===== src/hdl/sxp_map.vh =====
/*
  Constants for the serial I/O expander port logic: bus address, command
  codes, port counts and synchroniser depth.
  Assumes inclusion by bare name from the design files of this block.
*/
`ifndef SXP_MAP_VH
`define SXP_MAP_VH

// ----------------------------------------
// Bus address
// ----------------------------------------
`define SXP_ADDR_FIXED 5'h16

// ----------------------------------------
// Command codes
// ----------------------------------------
`define SXP_CMD_IN_A 3'h0
`define SXP_CMD_IN_B 3'h1
`define SXP_CMD_OUT_A 3'h2
`define SXP_CMD_OUT_B 3'h3
`define SXP_CMD_DIR_A 3'h4
`define SXP_CMD_DIR_B 3'h5
`define SXP_CMD_MSK_A 3'h6
`define SXP_CMD_MSK_B 3'h7

// ----------------------------------------
// Reset values and sizes
// ----------------------------------------
`define SXP_DIR_RESET 8'h00
`define SXP_MSK_RESET 8'h00
`define SXP_GROUP_W 8
`define SXP_SYNC_DEPTH 3

`endif


===== src/hdl/sxp_sync.v =====
/*
  Three-stage synchroniser with agreement filter for pins from outside
  the clock domain.
  Assumes clk is the block clock and rst_n is already synchronous.
*/
module sxp_sync #(
  parameter W = 1,
  parameter [W-1:0] INIT = {W{1'b1}}
) (
  // Clock and reset
  input wire clk,
  input wire rst_n,
  // Raw and filtered level
  input wire [W-1:0] din,
  output reg [W-1:0] dout
);

  reg [W-1:0] s1;
  reg [W-1:0] s2;
  reg [W-1:0] s3;

  // Stage one feeds stage two only; output moves when two and three agree
  always @(posedge clk or negedge rst_n) begin
    if (!rst_n) begin
      s1 <= INIT;
      s2 <= INIT;
      s3 <= INIT;
      dout <= INIT;
    end else begin
      s1 <= din;
      s2 <= s1;
      s3 <= s2;
      dout <= (~(s2 ^ s3) & s2) | ((s2 ^ s3) & dout);
    end
  end

endmodule


===== src/hdl/sxp_port.v =====
/*
  Serial bus slave, registers and transition detection of a 16-port
  expander. Group A is the drain group, group B the push-pull group.
  Assumes an external master that drives scl and the pull-ups that the
  testbench resolves from the enables; scl is far slower than clk.
*/
`include "sxp_map.vh"

module sxp_port #(
  parameter [7:0] OUT_A_RESET = 8'hff,
  parameter [7:0] OUT_B_RESET = 8'hff
) (
  // Clock and reset
  input wire clk,
  input wire arst_n,
  // Serial bus
  input wire scl_in,
  input wire sda_in,
  output wire sda_out,
  output wire sda_oe,
  input wire bus_abort_n,
  // Address select
  input wire addr_select_lo,
  input wire addr_select_hi,
  // Drain port group A
  input wire [7:0] drain_port_group_in,
  output wire [7:0] drain_port_group_out,
  output wire [7:0] drain_port_group_oe,
  // Push-pull port group B
  input wire [7:0] push_pull_port_group_in,
  output wire [7:0] push_pull_port_group_out,
  output wire [7:0] push_pull_port_group_oe,
  // Alert, open drain
  output wire change_alert_n_out,
  output wire change_alert_n_oe
);

  // ----------------------------------------
  // Reset release
  // ----------------------------------------
  reg rst_m;
  reg rst_n;
  always @(posedge clk or negedge arst_n) begin
    if (!arst_n) begin
      rst_m <= 1'b0;
      rst_n <= 1'b0;
    end else begin
      rst_m <= 1'b1;
      rst_n <= rst_m;
    end
  end

  // ----------------------------------------
  // Input synchronisers
  // ----------------------------------------
  wire scl;
  wire sda;
  wire abort_n;
  wire [1:0] sel;
  wire [15:0] pins;
  sxp_sync #(.W(3), .INIT(3'h7)) u_bus (
    .clk(clk),
    .rst_n(rst_n),
    .din({scl_in, sda_in, bus_abort_n}),
    .dout({scl, sda, abort_n})
  );
  sxp_sync #(.W(18), .INIT(18'h00000)) u_pins (
    .clk(clk),
    .rst_n(rst_n),
    .din({addr_select_hi, addr_select_lo, push_pull_port_group_in, drain_port_group_in}),
    .dout({sel, pins})
  );

  reg scl_d;
  reg sda_d;
  wire scl_rise = scl & ~scl_d;
  wire scl_fall = ~scl & scl_d;
  wire start_c = scl & scl_d & sda_d & ~sda;
  wire stop_c = scl & scl_d & ~sda_d & sda;

  // ----------------------------------------
  // Registers
  // ----------------------------------------
  reg [7:0] out_a;
  reg [7:0] out_b;
  reg [7:0] port_direction_config_a;
  reg [7:0] port_direction_config_b;
  reg [7:0] port_change_irq_mask_a;
  reg [7:0] port_change_irq_mask_b;
  reg [2:0] cmd;

  // Read multiplexer, shared by the address-ack load and the repeat-read path that resends the same register
  function [7:0] rd_sel;
    input [2:0] c;
    input [15:0] snap;
    begin
      case (c)
        `SXP_CMD_IN_A: rd_sel = snap[7:0];
        `SXP_CMD_IN_B: rd_sel = snap[15:8];
        `SXP_CMD_OUT_A: rd_sel = out_a;
        `SXP_CMD_OUT_B: rd_sel = out_b;
        `SXP_CMD_DIR_A: rd_sel = port_direction_config_a;
        `SXP_CMD_DIR_B: rd_sel = port_direction_config_b;
        `SXP_CMD_MSK_A: rd_sel = port_change_irq_mask_a;
        default: rd_sel = port_change_irq_mask_b;
      endcase
    end
  endfunction

  // ----------------------------------------
  // Bus slave
  // ----------------------------------------
  localparam ST_IDLE = 3'h0;
  localparam ST_ADDR = 3'h1;
  localparam ST_ACK = 3'h2;
  localparam ST_WR = 3'h3;
  localparam ST_RD = 3'h4;
  localparam ST_RACK = 3'h5;

  reg [2:0] state;
  reg [3:0] bitcnt;
  reg [7:0] shift;
  reg [7:0] txd;
  reg is_read;
  reg first_data;
  reg ack_drive;
  reg tx_drive;
  reg [15:0] snap;
  reg [1:0] read_grp;
  reg [1:0] ack_grp;

  wire addr_match = (shift[7:3] == `SXP_ADDR_FIXED) && (shift[2:1] == sel);

  always @(posedge clk or negedge rst_n) begin
    if (!rst_n) begin
      scl_d <= 1'b1;
      sda_d <= 1'b1;
      state <= ST_IDLE;
      bitcnt <= 4'h0;
      shift <= 8'h00;
      txd <= 8'h00;
      is_read <= 1'b0;
      first_data <= 1'b0;
      ack_drive <= 1'b0;
      tx_drive <= 1'b0;
      cmd <= 3'h0;
      snap <= 16'h0000;
      read_grp <= 2'h0;
      ack_grp <= 2'h0;
      out_a <= 8'h00;
      out_b <= 8'h00;
      port_direction_config_a <= `SXP_DIR_RESET;
      port_direction_config_b <= `SXP_DIR_RESET;
      port_change_irq_mask_a <= `SXP_MSK_RESET;
      port_change_irq_mask_b <= `SXP_MSK_RESET;
    end else begin
      scl_d <= scl;
      sda_d <= sda;
      ack_grp <= 2'h0;
      if (state == ST_IDLE && bitcnt == 4'hf) begin
        // Idle with the bit count at 15 clears the count; no outputs are loaded
        bitcnt <= 4'h0;
      end
      if (!abort_n) begin
        // Abort forces the stop condition without touching the alert
        state <= ST_IDLE;
        ack_drive <= 1'b0;
        tx_drive <= 1'b0;
        read_grp <= 2'h0;
      end else if (start_c) begin
        state <= ST_ADDR;
        bitcnt <= 4'h0;
        ack_drive <= 1'b0;
        tx_drive <= 1'b0;
      end else if (stop_c) begin
        state <= ST_IDLE;
        ack_drive <= 1'b0;
        tx_drive <= 1'b0;
        read_grp <= 2'h0;
      end else begin
        case (state)
          ST_ADDR, ST_WR: begin
            if (scl_rise) begin
              shift <= {shift[6:0], sda};
              bitcnt <= bitcnt + 4'h1;
            end
            if (scl_fall && bitcnt == 4'h8) begin
              if (state == ST_WR || addr_match) begin
                ack_drive <= 1'b1;
                state <= ST_ACK;
                if (state == ST_ADDR) begin
                  is_read <= shift[0];
                  first_data <= ~shift[0];
                  if (shift[0]) begin
                    snap <= pins;
                    txd <= rd_sel(cmd, pins);
                    // Alert released and detection rearmed per group
                    read_grp <= {cmd == `SXP_CMD_IN_B, cmd == `SXP_CMD_IN_A};
                    ack_grp <= {cmd == `SXP_CMD_IN_B, cmd == `SXP_CMD_IN_A};
                  end
                end else if (first_data) begin
                  cmd <= shift[2:0];
                  first_data <= 1'b0;
                end else begin
                  // Data bytes after the command go to the register it names; the input registers drop them
                  case (cmd)
                    `SXP_CMD_OUT_A: out_a <= shift;
                    `SXP_CMD_OUT_B: out_b <= shift;
                    `SXP_CMD_DIR_A: port_direction_config_a <= shift;
                    `SXP_CMD_DIR_B: port_direction_config_b <= shift;
                    `SXP_CMD_MSK_A: port_change_irq_mask_a <= shift;
                    `SXP_CMD_MSK_B: port_change_irq_mask_b <= shift;
                    default: ;
                  endcase
                end
              end else begin
                state <= ST_IDLE;
              end
            end
          end
          ST_ACK: begin
            // Hold low across the ninth high phase, release on its fall
            if (scl_fall) begin
              ack_drive <= 1'b0;
              bitcnt <= 4'h0;
              if (is_read) begin
                state <= ST_RD;
                tx_drive <= ~txd[7];
                shift <= {txd[6:0], 1'b0};
                bitcnt <= 4'h1;
              end else begin
                state <= ST_WR;
              end
            end
          end
          ST_RD: begin
            if (scl_fall) begin
              if (bitcnt == 4'h8) begin
                tx_drive <= 1'b0;
                state <= ST_RACK;
              end else begin
                tx_drive <= ~shift[7];
                shift <= {shift[6:0], 1'b0};
                bitcnt <= bitcnt + 4'h1;
              end
            end
          end
          ST_RACK: begin
            // Master ack continues, nack ends the read
            if (scl_rise) begin
              if (sda) begin
                state <= ST_IDLE;
              end else begin
                txd <= rd_sel(cmd, snap);
              end
            end
            if (scl_fall && state == ST_RACK) begin
              tx_drive <= ~txd[7];
              shift <= {txd[6:0], 1'b0};
              bitcnt <= 4'h1;
              state <= ST_RD;
            end
          end
          default: state <= ST_IDLE;
        endcase
      end
    end
  end

  assign sda_out = 1'b0;
  assign sda_oe = ack_drive | tx_drive;

  // ----------------------------------------
  // Port drive
  // ----------------------------------------
  // Drain group only pulls low; push-pull drives both levels
  assign drain_port_group_out = 8'h00;
  assign drain_port_group_oe = ~port_direction_config_a & ~out_a;
  assign push_pull_port_group_out = out_b;
  assign push_pull_port_group_oe = ~port_direction_config_b;

  // ----------------------------------------
  // Transition detection
  // ----------------------------------------
  reg [15:0] ref_val;
  reg [15:0] flag;
  wire [15:0] is_in = {port_direction_config_b, port_direction_config_a};
  wire [15:0] en = is_in & ~{port_change_irq_mask_b, port_change_irq_mask_a};
  wire [15:0] grp_clr = {{8{ack_grp[1]}}, {8{ack_grp[0]}}};
  // Snapshot taken at the read address ack is the live pin image
  wire [15:0] snap_next = pins;

  // Reference is the live pin image on the clear cycle, so later changes still flag
  always @(posedge clk or negedge rst_n) begin
    if (!rst_n) begin
      ref_val <= 16'h0000;
      flag <= 16'h0000;
    end else begin
      // Disabled bits track the pins so enabling them raises no false flag
      ref_val <= (grp_clr & snap_next) | (~grp_clr & ((~en & pins) | (en & ref_val)));
      // Clear beats set; outputs never flag since they are not enabled
      flag <= (flag & ~grp_clr) | (en & (pins ^ ref_val) & ~grp_clr) | (en & (pins ^ snap_next) & grp_clr);
    end
  end
  assign change_alert_n_out = 1'b0;
  assign change_alert_n_oe = |flag;

endmodule


===== config.mk =====
export PLATFORM = sky130hd
export DESIGN_NAME = sxp_port
export DESIGN_NICKNAME = d
export VERILOG_FILES = /design/src/hdl/sxp_sync.v /design/src/hdl/sxp_port.v
export VERILOG_INCLUDE_DIRS = /design/src /design/src/hdl
export SDC_FILE = /design/constraint.sdc
export NUM_CORES = 1
export LEC_CHECK = 0
export BUFFER_PORTS_ARGS = -buffer_cell sky130_fd_sc_hd__buf_4
export CORE_ASPECT_RATIO = 1.1
export CORE_MARGIN = 10
export CORE_UTILIZATION = 60
export CTS_BUF_LIST = sky130_fd_sc_hd__clkbuf_16
export DETAILED_ROUTE_END_ITERATION = 16
export PLACE_DENSITY = 0.81
export SLEW_MARGIN = 20
export SYNTH_ARGS = -nofsm -noshare
export SYNTH_HDL_FRONTEND = slang
export SYNTH_SLANG_ARGS = --single-unit

===== constraint.sdc =====
create_clock -name clk -period 9.1 [get_ports clk]
set_input_delay 1.82 -clock clk [delete_from_list [all_inputs] [get_ports clk]]
set_output_delay 1.82 -clock clk [all_outputs]
set_load 0.03 [all_outputs]

==> results.json <==
{
  "design.core.area_mm2": 0.0149,
  "post_synth_xor_area_fraction": 0.0184,
  "clkSlewWorstSetupHoldPaths_ns": 0.06,
  "cell_internal_pwr_uw": 1550,
  "count_of_mapped_cells_out_of_synthesis": 726,
  "min_from": "u_pins.s1[2]$_DFF_PN0_",
  "drt_first_pass_iters": 5,
  "timing.critical_path.arrival_ns": 1.72,
  "dominant_combinational_cell_family_by_area_after_synthesis": "multiplexers",
  "drv.max_cap_violation_count": 0,
  "ys_seq_area_frac": 0.598,
  "r2r_start": "cmd[0]$_DFFE_PN0P_",
  "share_seq_of_total_power": 0.522,
  "antenna_found_initial": 0,
  "detail_route.drc_violations": 0,
  "total_grt_usage": 0.203,
  "layout_common_cells": "sky130_fd_sc_hd__dfrtp_1, sky130_fd_sc_hd__mux2_2, sky130_fd_sc_hd__buf_4",
  "clk_path_buf_depth": 3,
  "tritoncts": "built",
  "grt_start_max_net_pins": 88,
  "synthToLayoutAreaGrowth_pct": 12.2,
  "synth.ff_latch_count": 216,
  "unrepaired_setup_endpoints_after_global_routing": "no",
  "path_delay_family": "simple AND/OR/NAND/NOR gates",
  "crit-reg2reg-capture": "port_change_irq_mask_b[3]$_DFFE_PN0P_",
  "post_synth_mux_area_share": 0.131,
  "antenna_diodes": 0,
  "synth_top_area_cell": "sky130_fd_sc_hd__dfrtp_1",
  "synth-adder-area-share": 0.0260,
  "antenna_left": 0,
  "fin_worst_skew_ns": 0.0119,
  "total_leakage_power_uw": 0.00466,
  "dp_hpwl_mm": 14.0,
  "timing_max_transition_violations_final": 0,
  "floorplan.rows": 47,
  "critPathMaxFanout": 2,
  "worst_ep_required_time_ns": 7.28,
  "yosys_warnings": 0,
  "crit_path_cell_trace": "nor4_1 > nand4_1 > buf_4",
  "post-route-worst-setup-slack_ns": 5.56,
  "finalHoldViolations": 0,
  "synth_compound_gate_area_share": 0.0910,
  "avgRoutedWirePerCell_um": 21.3,
  "clock-sinks": 216,
  "cts_resized": 0,
  "place_congestion": 0.882,
  "totalNegativeSetupSlack_ns": 0,
  "pwr_density_cell_mw_per_mm2": 197,
  "post-cts-setup-buffer-count": 0,
  "grt_pass1_vias": 6140,
  "root_buffer": "sky130_fd_sc_hd__clkbuf_16",
  "dieHeight_um": 149,
  "clock_latency_ns": 0.50,
  "worst-r2r-setup-slack_ns": 6.12,
  "fp.dieW_um": 137,
  "hold-path-cell-count": 0,
  "vias_per_cell": 6.11,
  "clockPowerShare": 0.431,
  "totalWireLength_mm": 20.7,
  "path_buf_inv": 1,
  "top_level_ports": 59,
  "setup-violations-final": 0,
  "timing.critical_path.from_type": "flip-flop",
  "layout_commonest_cell": "sky130_fd_sc_hd__dfrtp_1",
  "grt_pass1_wl_mm": 33.1,
  "drt_iter0_markers": 455,
  "finalNetCount": 787,
  "ctsHtreeMaxLevel": 1,
  "post_synth_and_or_nand_nor_area_fraction": 0.0903,
  "final_min_period_over_clock_period": 0.389,
  "comb_power_share": 0.047,
  "terminating_pin_of_the_worst_hold_path": "u_pins.s2[2]$_DFF_PN0_",
  "fmax_mhz": 283,
  "power.switching_uw": 455,
  "criticalPathCategory": "reg -> out",
  "outcome": "completed",
  "slowest_cell_delay_on_critical_path_ns": 0.40,
  "post_synth_num_cell_types": 64,
  "cts_buffers": 22,
  "synthesis.area_per_instance_um2": 12.5,
  "layout-drive-gt1-share": 0.236,
  "start_util": 0.607,
  "synth_largest_type_area_fraction": 0.558,
  "finalWorstPathRequiredPeriod_ns": 3.54,
  "gr-total-overflow": 0,
  "netlist_area_mm2": 0.00906,
  "place.detailed.instances": 934,
  "synthFlopType": "sky130_fd_sc_hd__dfrtp_1",
  "i_o_buffers": 48,
  "dieArea_mm2": 0.0204,
  "detailroute.via_count": 5943,
  "cts_hold_buf": 0,
  "place_worst_setup_slack_ns": 5.98,
  "final_cell_count_no_fill": 973,
  "power_switching_share": 0.227,
  "reg2regPathDepth": 3,
  "synthArstFlopShare": 1.00,
  "timing.critical_path.to_type": "output pin",
  "edff_count_synth": 0,
  "holdCritPathClass": "reg -> reg",
  "worst_slew_margin_rel": 0.260,
  "critPathSlowestCell": "sky130_fd_sc_hd__nor4_1",
  "vdd.ir_drop.worst_mv": 0.159,
  "synthTopCellsByArea": "sky130_fd_sc_hd__dfrtp_1, sky130_fd_sc_hd__mux2_2, sky130_fd_sc_hd__dfstp_2",
  "worst_pin_slew_ns": 1.11
}
==> per-stage QoR <==
step	hold slack (ns)	power [uW]	instance area (um^2)	utilization
finish	0.348	2000	10200	0.681
global route	0.357	2070	10200	0.681
CTS	0.350	2020	10200	0.681
detailed placement	0.336	1160	9470	0.634
global placement	0.333	1150	9470	0.634
floorplan	0.331	1120	9100	-
==> worst max path at each step <==
stage                 startpoint                          to  slack [ns]  depth (start not counted)
2_1_floorplan    rst_n$_DFF_PN0_  asynchronous set/reset pin        2.66                          0
3_3_place_gp   flag[3]$_DFF_PN0_           change_alert_n_oe        5.93                          3
3_5_place_dp   flag[3]$_DFF_PN0_           change_alert_n_oe        5.98                          3
4_1_cts        flag[3]$_DFF_PN0_           change_alert_n_oe        5.53                          3
5_1_grt        flag[3]$_DFF_PN0_           change_alert_n_oe        5.53                          3
6_report       flag[3]$_DFF_PN0_           change_alert_n_oe        5.56                          3
==> Yosys cell counts (all sizes together), types with 4 or more instances <==
cell type and instances:
dfrtp 202, mux2 77, nand2 39, inv 37, nor2 37, o21ai 34
mux2i 29, buf 28, maj3 21, clkbuf 20, a31oi 18, xor2 18
nor3b 15, dfstp 14, nor3 14, a22oi 10, a21oi 9, o221ai 9
nor2b 8, o22ai 8, o31ai 8, o32ai 8, nand2b 7, nor4 6
nand3 5, nand3b 4
==> power by group through the flow <==
stage	registers, uW	clock network [uW]	logic, uW
after floorplan	1050	0	68.2
after global placement	1060	0	89.9
after detailed placement	1070	0	92.8
after CTS	1050	877	94.4
after global routing	1050	916	103
final	1050	864	93.4
==> final cells by class <==
type                       count  area, um^2
clock buffer                  23         576
tap                          196         245
clock inverter                16         119
fill                        1089        4770
timing repair buffer          51         387
sequential                   216        5430
inverter                      39         146
multi-input combinational    432        3270
==> kinds of logic (layout without fill, tap and decap cells) <==
group	Yosys count	after routing
other	2	11
and+or+nand+nor	150	150
AOI/OAI and AO/OA	122	122
buffers and inverters	87	129
adders and majority gates	23	23
DFF	216	216
muxes	107	107
xor gates and xnor gates	19	19
==> layer usage <==
layer  global-route usage  wire [um]  up-vias
li1                     -          -     2629
met1                0.252       8290     3029
met2                0.344      10400      217
met3               0.0327       1150       68
met4               0.0876        864        0
met5                    0          0        -
No activity file was read; power rests on OpenSTA's default activity.
